### src/hdl/host_ctl_defs.vh
// constants for the host control interface: register map, field positions, timing counts
// assumes a 200 MHz system clock and an eleven-bit host address
`ifndef HOST_CTL_DEFS_VH
`define HOST_CTL_DEFS_VH

`define CLOCK_PERIOD_NS      5
`define RESET_PIN_MIN_NS     100
`define RESET_PIN_MIN_CYC    ((`RESET_PIN_MIN_NS + `CLOCK_PERIOD_NS - 1) / `CLOCK_PERIOD_NS)
`define READY_DELAY_MS       2
`define READY_DELAY_CYC      ((`READY_DELAY_MS * 1000000) / `CLOCK_PERIOD_NS)

`define GPIO_CTRL_ADDR       11'h006
`define GPIO_CTRL_RST        8'h00
`define GPIO_DIR_LSB         0
`define GPIO_LEVEL_LSB       2

`define SPI_RW_BIT           14
`define SPI_ADDR_LAST        5'd15
`define SPI_DATA_FIRST       5'd16
`define SPI_DATA_LAST        5'd23
`define SPI_FRAME_END        5'd24

`endif

### src/hdl/spi_port.v
// serial host port: 16-bit header (read bit first, 4 reserved, 11 address bits) then 8 data bits, msb first
// assumes serial clock and select are synchronous inputs, each serial clock phase lasting at least 4 clocks
`timescale 1ns/1ps
`include "host_ctl_defs.vh"

module spi_port
(
  input  wire        clock,
  input  wire        rst,
  input  wire        cs_n,
  input  wire        sclk,
  input  wire        serial_in_line,
  input  wire [7:0]  rdata,
  output wire [10:0] addr,
  output wire [7:0]  wdata,
  output wire        wr,
  output wire        rd,
  output wire        serial_out_line,
  output wire        sdo_oe
);

  reg        sclk_ff;
  reg [4:0]  cnt_ff;
  reg [14:0] hdr_ff;
  reg        is_rd_ff;
  reg [10:0] addr_ff;
  reg [7:0]  wdata_ff;
  reg        wr_ff;
  reg        rd_ff;
  reg        sdo_ff;
  reg        sdo_oe_ff;

  wire rise = sclk & ~sclk_ff;
  wire fall = ~sclk & sclk_ff;
  wire in_data = (cnt_ff >= `SPI_DATA_FIRST) && (cnt_ff <= `SPI_DATA_LAST);

  always @(posedge clock or posedge rst)
  begin
    if (rst)
    begin
      sclk_ff   <= 1'b0;
      cnt_ff    <= 5'd0;
      hdr_ff    <= 15'h0000;
      is_rd_ff  <= 1'b0;
      addr_ff   <= 11'h000;
      wdata_ff  <= 8'h00;
      wr_ff     <= 1'b0;
      rd_ff     <= 1'b0;
      sdo_ff    <= 1'b0;
      sdo_oe_ff <= 1'b0;
    end
    else
    begin
      sclk_ff <= sclk;
      wr_ff   <= 1'b0;
      rd_ff   <= 1'b0;
      if (cs_n)
      begin
        cnt_ff    <= 5'd0;
        is_rd_ff  <= 1'b0;
        sdo_oe_ff <= 1'b0;
      end
      else
      begin
        if (rise && (cnt_ff < `SPI_FRAME_END))
        begin
          cnt_ff <= cnt_ff + 5'd1;
          if (cnt_ff < `SPI_DATA_FIRST)
            hdr_ff <= {hdr_ff[13:0], serial_in_line};
          if (cnt_ff == `SPI_ADDR_LAST)
          begin
            addr_ff  <= {hdr_ff[9:0], serial_in_line};
            is_rd_ff <= hdr_ff[`SPI_RW_BIT];
            rd_ff    <= hdr_ff[`SPI_RW_BIT];
          end
          if (in_data)
            wdata_ff <= {wdata_ff[6:0], serial_in_line};
          if ((cnt_ff == `SPI_DATA_LAST) && !is_rd_ff)
            wr_ff <= 1'b1;
        end
        if (fall && is_rd_ff && in_data)
        begin
          sdo_oe_ff <= 1'b1;
          sdo_ff    <= rdata[~cnt_ff[2:0]];
        end
      end
    end
  end

  assign addr   = addr_ff;
  assign wdata  = wdata_ff;
  assign wr     = wr_ff;
  assign rd     = rd_ff;
  assign serial_out_line    = sdo_ff;
  assign sdo_oe = sdo_oe_ff;

endmodule

### src/hdl/host_control_interface.v
// host control interface: byte-wide parallel or serial host port, device reset, two general pins,
// interrupt pin and line transmit tristate
// assumes all pins are already synchronous to clock; other registers answer on the reg_* port
`timescale 1ns/1ps
`include "host_ctl_defs.vh"

module host_control_interface
#(
  parameter        NUM_LINKS    = 8,
  parameter        NUM_IRQ      = 8,
  parameter [31:0] READY_CYCLES = `READY_DELAY_CYC
)
(
  input  wire                 clock,
  input  wire                 rst,
  input  wire                 chip_reset_n,
  input  wire                 cs_n,
  input  wire [10:0]          addr,
  input  wire [7:0]           data_in,
  output wire [7:0]           data_out,
  output wire [7:0]           data_oe,
  input  wire                 rw_wr_sdi,
  input  wire                 ds_rd_sclk,
  input  wire                 bus_style_select,
  input  wire                 serial_host_select,
  input  wire [1:0]           gpio_in,
  output wire [1:0]           gpio_out,
  output wire [1:0]           gpio_oe,
  input  wire                 line_tristate_input,
  output wire [NUM_LINKS-1:0] line_transmit_pair_oe,
  input  wire [NUM_IRQ-1:0]   irq_active,
  input  wire [NUM_IRQ-1:0]   irq_unmask,
  output wire                 int_n_out,
  output wire                 int_n_oe,
  output wire                 core_reset,
  output wire                 regs_ready,
  output wire [10:0]          reg_addr,
  output wire [7:0]           reg_wdata,
  output wire                 reg_wr,
  output wire                 reg_rd,
  input  wire [7:0]           reg_rdata
);

  localparam [7:0] RST_MIN  = `RESET_PIN_MIN_CYC;
  localparam [7:0] GPIO_RST = `GPIO_CTRL_RST;

  reg [7:0]           rpin_cnt_ff;
  reg                 core_reset_ff;
  reg [31:0]          ready_cnt_ff;
  reg                 ready_ff;
  reg                 test_mode_ff;
  reg                 done_ff;
  reg                 prd_grant_ff;
  reg                 pwr_grant_ff;
  reg [10:0]          lat_addr_ff;
  reg [7:0]           lat_data_ff;
  reg [1:0]           dir_ff;
  reg [1:0]           level_ff;
  reg [1:0]           gpio_in_ff;
  reg [10:0]          reg_addr_ff;
  reg [7:0]           reg_wdata_ff;
  reg                 reg_wr_ff;
  reg                 reg_rd_ff;
  reg                 spi_cap_ff;
  reg [7:0]           spi_rdata_ff;
  reg [7:0]           par_dout_ff;
  reg                 int_oe_ff;
  reg [NUM_LINKS-1:0] line_oe_ff;

  wire [10:0] spi_addr;
  wire [7:0]  spi_wdata;
  wire        spi_wr;
  wire        spi_rd;
  wire        spi_sdo;
  wire        spi_sdo_oe;

  wire access_ok = ready_ff & ~test_mode_ff & ~core_reset_ff;
  wire par_sel   = ~cs_n & ~serial_host_select & access_ok;
  wire spi_cs_n  = cs_n | ~serial_host_select | ~access_ok;

  // strobe decode; the style pin is only looked at in parallel mode
  wire prd_act = par_sel & (bus_style_select ? ~ds_rd_sclk : (~ds_rd_sclk & rw_wr_sdi));
  wire pwr_act = par_sel & (bus_style_select ? ~rw_wr_sdi : (~ds_rd_sclk & ~rw_wr_sdi));
  wire idle    = ~done_ff & ~prd_grant_ff & ~pwr_grant_ff;
  wire prd_go  = prd_act & idle;
  wire pwr_go  = pwr_act & idle;
  wire pwr_end = pwr_grant_ff & ~pwr_act;

  wire        wr_go   = serial_host_select ? spi_wr : pwr_end;
  wire [10:0] wr_addr = serial_host_select ? spi_addr : lat_addr_ff;
  wire [7:0]  wr_data = serial_host_select ? spi_wdata : lat_data_ff;
  wire        wr_loc  = (wr_addr == `GPIO_CTRL_ADDR);

  // level bits read the pin when it is an input, the written value when it is an output
  wire [1:0] level_rb = (dir_ff & level_ff) | (~dir_ff & gpio_in_ff);
  wire [7:0] gpio_rb  = {4'h0, level_rb, dir_ff};
  wire [7:0] rd_value = (reg_addr_ff == `GPIO_CTRL_ADDR) ? gpio_rb : reg_rdata;

  spi_port u_spi
  (
    .clock  (clock),
    .rst    (rst),
    .cs_n   (spi_cs_n),
    .sclk   (ds_rd_sclk),
    .serial_in_line    (rw_wr_sdi),
    .rdata  (spi_rdata_ff),
    .addr   (spi_addr),
    .wdata  (spi_wdata),
    .wr     (spi_wr),
    .rd     (spi_rd),
    .serial_out_line    (spi_sdo),
    .sdo_oe (spi_sdo_oe)
  );

  // chip reset pin filter and the post-reset access delay
  always @(posedge clock or posedge rst)
  begin
    if (rst)
    begin
      rpin_cnt_ff   <= 8'h00;
      core_reset_ff <= 1'b0;
      ready_cnt_ff  <= 32'h00000000;
      ready_ff      <= 1'b0;
      test_mode_ff  <= 1'b1;
    end
    else
    begin
      if (chip_reset_n)
      begin
        rpin_cnt_ff   <= 8'h00;
        core_reset_ff <= 1'b0;
      end
      else if (rpin_cnt_ff == RST_MIN)
        core_reset_ff <= 1'b1;
      else
        rpin_cnt_ff <= rpin_cnt_ff + 8'h01;
      if (core_reset_ff)
      begin
        ready_cnt_ff <= 32'h00000000;
        ready_ff     <= 1'b0;
      end
      else if (ready_cnt_ff != READY_CYCLES)
        ready_cnt_ff <= ready_cnt_ff + 32'h00000001;
      else
        ready_ff <= 1'b1;
      if (cs_n)
        test_mode_ff <= 1'b0;
    end
  end

  // host access sequencing and register file
  always @(posedge clock or posedge rst)
  begin
    if (rst)
    begin
      done_ff      <= 1'b0;
      prd_grant_ff <= 1'b0;
      pwr_grant_ff <= 1'b0;
      lat_addr_ff  <= 11'h000;
      lat_data_ff  <= 8'h00;
      dir_ff       <= 2'b00;
      level_ff     <= 2'b00;
      gpio_in_ff   <= 2'b00;
      reg_addr_ff  <= 11'h000;
      reg_wdata_ff <= 8'h00;
      reg_wr_ff    <= 1'b0;
      reg_rd_ff    <= 1'b0;
      spi_cap_ff   <= 1'b0;
      spi_rdata_ff <= 8'h00;
      par_dout_ff  <= 8'h00;
    end
    else if (core_reset_ff)
    begin
      done_ff      <= 1'b0;
      prd_grant_ff <= 1'b0;
      pwr_grant_ff <= 1'b0;
      dir_ff       <= GPIO_RST[`GPIO_DIR_LSB+1:`GPIO_DIR_LSB];
      level_ff     <= GPIO_RST[`GPIO_LEVEL_LSB+1:`GPIO_LEVEL_LSB];
      reg_wr_ff    <= 1'b0;
      reg_rd_ff    <= 1'b0;
      spi_cap_ff   <= 1'b0;
    end
    else
    begin
      gpio_in_ff <= gpio_in;
      if (cs_n)
        done_ff <= 1'b0;
      else if (prd_go || pwr_go)
        done_ff <= 1'b1;
      if (prd_go)
        prd_grant_ff <= 1'b1;
      else if (!prd_act)
        prd_grant_ff <= 1'b0;
      if (pwr_go)
        pwr_grant_ff <= 1'b1;
      else if (!pwr_act)
        pwr_grant_ff <= 1'b0;
      if (pwr_act)
      begin
        lat_addr_ff <= addr;
        lat_data_ff <= data_in;
      end
      if (wr_go && wr_loc)
      begin
        dir_ff   <= wr_data[`GPIO_DIR_LSB+1:`GPIO_DIR_LSB];
        level_ff <= wr_data[`GPIO_LEVEL_LSB+1:`GPIO_LEVEL_LSB];
      end
      reg_addr_ff  <= serial_host_select ? spi_addr : (wr_go ? lat_addr_ff : addr);
      reg_wdata_ff <= wr_data;
      reg_wr_ff    <= wr_go & ~wr_loc;
      reg_rd_ff    <= serial_host_select ? (spi_rd & (spi_addr != `GPIO_CTRL_ADDR))
                                         : (prd_go & (addr != `GPIO_CTRL_ADDR));
      spi_cap_ff   <= spi_rd;
      if (spi_cap_ff)
        spi_rdata_ff <= rd_value;
      if (prd_grant_ff)
        par_dout_ff <= rd_value;
    end
  end

  // pin-facing outputs
  always @(posedge clock or posedge rst)
  begin
    if (rst)
    begin
      int_oe_ff  <= 1'b0;
      line_oe_ff <= {NUM_LINKS{1'b0}};
    end
    else
    begin
      int_oe_ff  <= |(irq_active & irq_unmask);
      line_oe_ff <= {NUM_LINKS{~line_tristate_input}};
    end
  end

  assign data_out = serial_host_select ? {7'h00, spi_sdo} : par_dout_ff;
  assign data_oe  = serial_host_select ? {7'h00, spi_sdo_oe} : {8{prd_grant_ff & prd_act}};
  assign gpio_out              = level_ff;
  assign gpio_oe               = dir_ff;
  assign int_n_out             = 1'b0;
  assign int_n_oe              = int_oe_ff;
  assign line_transmit_pair_oe = line_oe_ff;
  assign core_reset            = core_reset_ff;
  assign regs_ready            = access_ok;
  assign reg_addr              = reg_addr_ff;
  assign reg_wdata             = reg_wdata_ff;
  assign reg_wr                = reg_wr_ff;
  assign reg_rd                = reg_rd_ff;

endmodule

### config.mk
export PLATFORM = sky130hd
export DESIGN_NAME = host_control_interface
export DESIGN_NICKNAME = d
export VERILOG_FILES = /design/src/hdl/spi_port.v /design/src/hdl/host_control_interface.v
export VERILOG_INCLUDE_DIRS = /design/src /design/src/hdl
export SDC_FILE = /design/constraint.sdc
export NUM_CORES = 1
export LEC_CHECK = 0
export BUFFER_PORTS_ARGS = -buffer_cell sky130_fd_sc_hd__buf_2
export CORE_AREA = 3 3 130 120
export DETAILED_ROUTE_END_ITERATION = 16
export DIE_AREA = 0 0 133 123
export HOLD_SLACK_MARGIN = 0.02
export PLACE_DENSITY = 0.76
export RECOVER_POWER = 100
export SETUP_SLACK_MARGIN = 0.4
export SKIP_CTS_REPAIR_TIMING = 1
export SLEW_MARGIN = 10
export SYNTH_ARGS = -nofsm -noshare
export SYNTH_HDL_FRONTEND = slang
export SYNTH_SLANG_ARGS = --single-unit
### constraint.sdc
create_clock -name clock -period 5.9 [get_ports clock]
set_input_delay 1.77 -clock clock [delete_from_list [all_inputs] [get_ports clock]]
set_output_delay 1.77 -clock clock [all_outputs]
set_load 0.005 [all_outputs]
Word level (Yosys, flattened, before mapping)
Cells that the tools add are included.
- reduce and logical (&&, ||, !) cells: 24
- bitwise logic cells: 42
- equality and inequality tests: 12
- shift operators: 0
- divide/modulo/power cells: 0
- multipliers: 0
- $lt $le $gt $ge: 5
- multiplexer cells: 50
- add/sub/neg operators: 3
- operators with widths (operator ; number):
    2-to-1 mux 32 bit ; 2
    2-to-1 mux 8 bit ; 6
    2-to-1 mux 11 bit ; 3
    adder 32 x 1 -> 32 bit (second input constant) ; 1
    2-to-1 mux 1 bit ; 32
    != test 32 x 19 -> 1 bit (second input constant) ; 1
    equality test 11 x 3 -> 1 bit (second input constant) ; 2
    != test 11 x 3 -> 1 bit (second input constant) ; 2
    bitwise AND 1 bit ; 19
    inverter 1 bit ; 15
    nonzero test 2 bit ; 6
    less-than comparator 5 bit (second input constant) ; 2
    2-to-1 mux 5 bit ; 2
    AND reduction 2 bit ; 5
    AND reduction 3 bit ; 3
    adder 8 x 1 -> 8 bit (second input constant) ; 1
    bitwise AND 8 bit ; 1
    equality test 8 x 5 -> 1 bit (second input constant) ; 1
    2-to-1 mux 2 bit ; 4
    OR reduction 8 bit ; 1
    logical AND 1 bit ; 6
    != test 3 x 2 -> 1 bit (second input constant) ; 2
    adder 5 x 1 -> 5 bit (second input constant) ; 1
    equality test 5 x 4 -> 1 bit (second input constant) ; 1
    14 further kinds ; 17
- flip-flop bits (word level): 156
- bits in read-only memories: 0
- bits of input ports: 54
- latch bits: 0
- bits in writable memories: 0
- memories: 0

Logic depth before layout (Yosys ltp)
- depth after elaboration: 11
- depth in mapped cells: 7
- mapped depth without buffers: 6

Modules after synthesis
Synthesis repeated with hierarchy kept, for this count alone.
- cells, all modules: 658
- area total of the unflattened synthesis: 7394.6 um^2
- modules (own cells, without submodules) (module ; area an instance (um^2) ; instances ; cells an instance):
    host_control_interface ; 5403.9 ; 1 ; 519
    spi_port ; 1990.7 ; 1 ; 139

Worst setup path after synthesis
No wires, ideal clock.
- kind: input port to output port
- start point: input port cs_n
- end point: output port data_oe[2]
- stages on the path: 5
- data required time: 4.130 ns
- arrival time: 3.221 ns
- path slack: 0.909 ns
- cells stage by stage: or4b_1 buf_2 nor4_1 and2_1 buf_4
- cells in the longest elaborated chain, start to end: 6
- ends and longest elaborated chain (element ; RTL line ; RTL):
    start, declared ; host_control_interface.v:17 ; input wire cs_n,
    inverter 1 bit ; host_control_interface.v:78 ; wire par_sel = ~cs_n & ~serial_host_select & access_ok;
    bitwise AND 1 bit (2 in series) ; host_control_interface.v:78 ;
    bitwise AND 1 bit ; host_control_interface.v:82 ; wire prd_act = par_sel & (bus_style_select ? ~ds_rd_sclk : (~ds_rd_sclk & rw_wr_sdi));
    bitwise AND 1 bit ; host_control_interface.v:237 ; assign data_oe = serial_host_select ? {7'h00, spi_sdo_oe} : {8{prd_grant_ff & prd_act}};
    2-to-1 mux 8 bit ; host_control_interface.v:237 ;
    end, declared ; host_control_interface.v:21 ; output wire [7:0] data_oe,
Every way passes these cells.

Final worst setup path
- start point: input port serial_host_select
- end point: output port data_out[0]
- cells in the longest elaborated chain, start to end: 1
- ends and longest elaborated chain (element ; RTL line ; RTL):
    start, declared ; host_control_interface.v:25 ; input wire serial_host_select,
    2-to-1 mux 8 bit ; host_control_interface.v:236 ; assign data_out = serial_host_select ? {7'h00, spi_sdo} : par_dout_ff;
    end, declared ; host_control_interface.v:20 ; output wire [7:0] data_out,
Every way passes these cells.

==> flow_summary.ini <==
[run_status]
status = finished with violations
violations = max-capacitance violations, max-slew violations

[worst_setup_path]
slowest_stage = clkbuf_1
cp_data_arrival_time_ns = 3.72
crit_top_cell = clkbuf_1
cpPeakStageDelay_ns = 1.28
end_kind = primary output
critPathTopFamily = buffers and inverters
path_class = in -> out
cp_num_buf_inv = 3
cp.required_ns = 4.13
crit_chain = buf_2, clkbuf_1, mux2_2, clkbuf_1
startpoint_type = input port
critical_path.max_fanout = 30

[drt]
wl_per_cell_um = 17.2
wl_met2_um = 8220
drt_iter0_drc = 462
ant_nets = 0
drc_errors = 0
highest-signal-layer = met4
met1_length_um = 7440
finalWirelength_um = 17100
vias_per_cell = 5.86
dr.pass1.iters = 5
wl_met3_um = 1010
via_count = 5806

[clock_network]
cts_htree_levels = 4
clk_pin_slew_ns = 0.06
root_buffer = clkbuf_16
cts.sinks = 156
clk_path_buf_depth = 2
clock_latency_ns = 0.42
cts_tree = built
cts_buffers = 17

[logic_synthesis]
ys_ff_latch = 156
synth_edf_count = 0
synth_area_leaders = dfrtp_1, mux2_2, nand2_1, mux2i_1, a21oi_1
async_flop_share = 1.00
synth_seq_area_share = 0.528
netlist_area_um2 = 7400
yosysTopAreaCell = dfrtp_1
avgSynthCellArea_um2 = 10.6
synth_ff_type = dfrtp_1
ys_types = 54
synth.net_count = 757
synth_cells = 696
synth_top_cell_area_share = 0.524
yosys_warnings = 0

[power]
p_sw_uw = 554
p_total_uw = 2400
power_density_nw_per_um2 = 283
p_int_uw = 1850
power_frac_clock = 0.455
ir_worst_vdd_mv = 0.235
p_seq_frac = 0.477
pwr-share-comb = 0.068
p_sw_frac = 0.231
leakagePower_uw = 0.00407

[die]
fp.coreArea_um2 = 14500
die_w_um = 133
fp-row-count = 42
start_util = 0.512
die_area_um2 = 16400
die_y_um = 123
ios = 107

[grt]
grt_pass1_vias = 5596
grt-ovfl-total = 0
grt_first_pass_wirelength_um = 28000
grt_antenna_before_repair = 0
grt_usage = 0.214
grt_max_degree = 157

[timing]
tightest_slew_ns = 1.81
fin_hold_ws_ns = 0.468
fin_tns_setup_ns = 0
rsz0062_at_grt = false
period_needed_ns = 5.49
fin_crit_sh = 0.930
fin_skew_ns = 0.00634
finalSetupViolations = 0
maxSlewViolCount = 46
hold_viol_final = 0
timing.fmax_mhz = 182
setup_ws_ns = 0.412
maxSlewHeadroom = -0.218

[layout]
final_cells = 990
drive_above_1_share = 0.208
multi_input_area_um2 = 3150
num_antenna_cells = 0
fillCellCount = 1207
nNetsFinal = 840
seq_area_um2 = 3910
area_growth_syn_to_layout_pct = 14.9

[run]
cap_violations = 3

[placed_design]
dp_cells = 958
hpwl_um = 11500
place_congestion = 0.899
place_ws_ns = 0.584
port_buffers = 105

[worst_hold_path]
min_path_type = reg -> reg
per-layer routing:
layer,global-route usage,vias to the layer above
met5,0,-
met4,0.0935,0
met3,0.0472,30
met2,0.345,209
met1,0.282,2908
li1,-,2659
logic make-up after synthesis:
family / share of synthesized area
xor gates and xnor gates: 0.0213
buffers and inverters: 0.0430
and+or+nand+nor: 0.183
DFF: 0.528
other: 0.000507
adders and majority gates: 0.0118
AOI/OAI and AO/OA: 0.0922
muxes: 0.121
final timing paths:
kind | cells after the start | slack, ns | start | endpoint
setup / recovery | 4 | 0.41 | serial_host_select | data_out[0]
hold / removal | 1 | 0.47 | u_spi.is_rd_ff | u_spi.wr
setup reg to reg | 5 | 2.37 | core_reset | done_ff
hold reg to reg | 1 | 0.47 | u_spi.is_rd_ff | u_spi.wr
max in group asynchronous | 3 | 3.69 | rst | reg_addr[5]
min in group asynchronous | 3 | 1.58 | rst | par_dout_ff[4]
synthesized netlist by cell type (14+ instances only):
library cell  instances
dfrtp_1             155
a21oi_1              35
clkbuf_1             22
mux2_2               52
nand3_1              24
inv_1                21
o21ai_0              32
nor2_1               36
nor2b_1              15
nand2_1              84
nor4_1               18
or4_1                18
mux2i_1              25
buf_4                14
cells in the final DEF, fill, tap and decap left out, types with 18 or more instances in the layout:
cell type	Yosys	routed
dfrtp_1	155	154
nand2_1	84	84
buf_2	5	69
mux2_2	52	50
nor2_1	36	36
a21oi_1	35	35
clkbuf_1	22	33
o21ai_0	32	32
mux2i_1	25	25
nand3_1	24	24
inv_1	21	20
nor4_1	18	19
or4_1	18	18
metrics by stage:
step	utilization	area, um^2
3_3_place_gp	0.553	7990
2_1_floorplan	-	7400
6_report	0.588	8500
4_1_cts	0.594	8580
5_1_grt	0.588	8500
3_5_place_dp	0.553	7990
power by group through the flow:
stage                     registers [uW]  clock network, uW  logic, uW
after CTS                           1140               1120        167
final                               1150               1090        163
after global placement              1160                  0        160
after detailed placement            1160                  0        165
after floorplan                     1150                  0        109
after global routing                1150               1160        189
sequential cells by signal, summed over array words and instances, names as in the netlist, 11 cells and up:
register and count:
ready_cnt_ff 32, u_spi.hdr_ff 15, lat_addr_ff 11, reg_addr 11, u_spi.addr 11
cell type report:
type | instances | share of cell area
Clock inverter | 6 | 0.00971
Tap cell | 198 | 0.0291
Timing Repair Buffer | 109 | 0.0618
Multi-Input combinational cell | 473 | 0.370
Inverter | 22 | 0.00986
Clock buffer | 26 | 0.0599
Sequential cell | 156 | 0.459
Power figures use the tool's default switching activity.
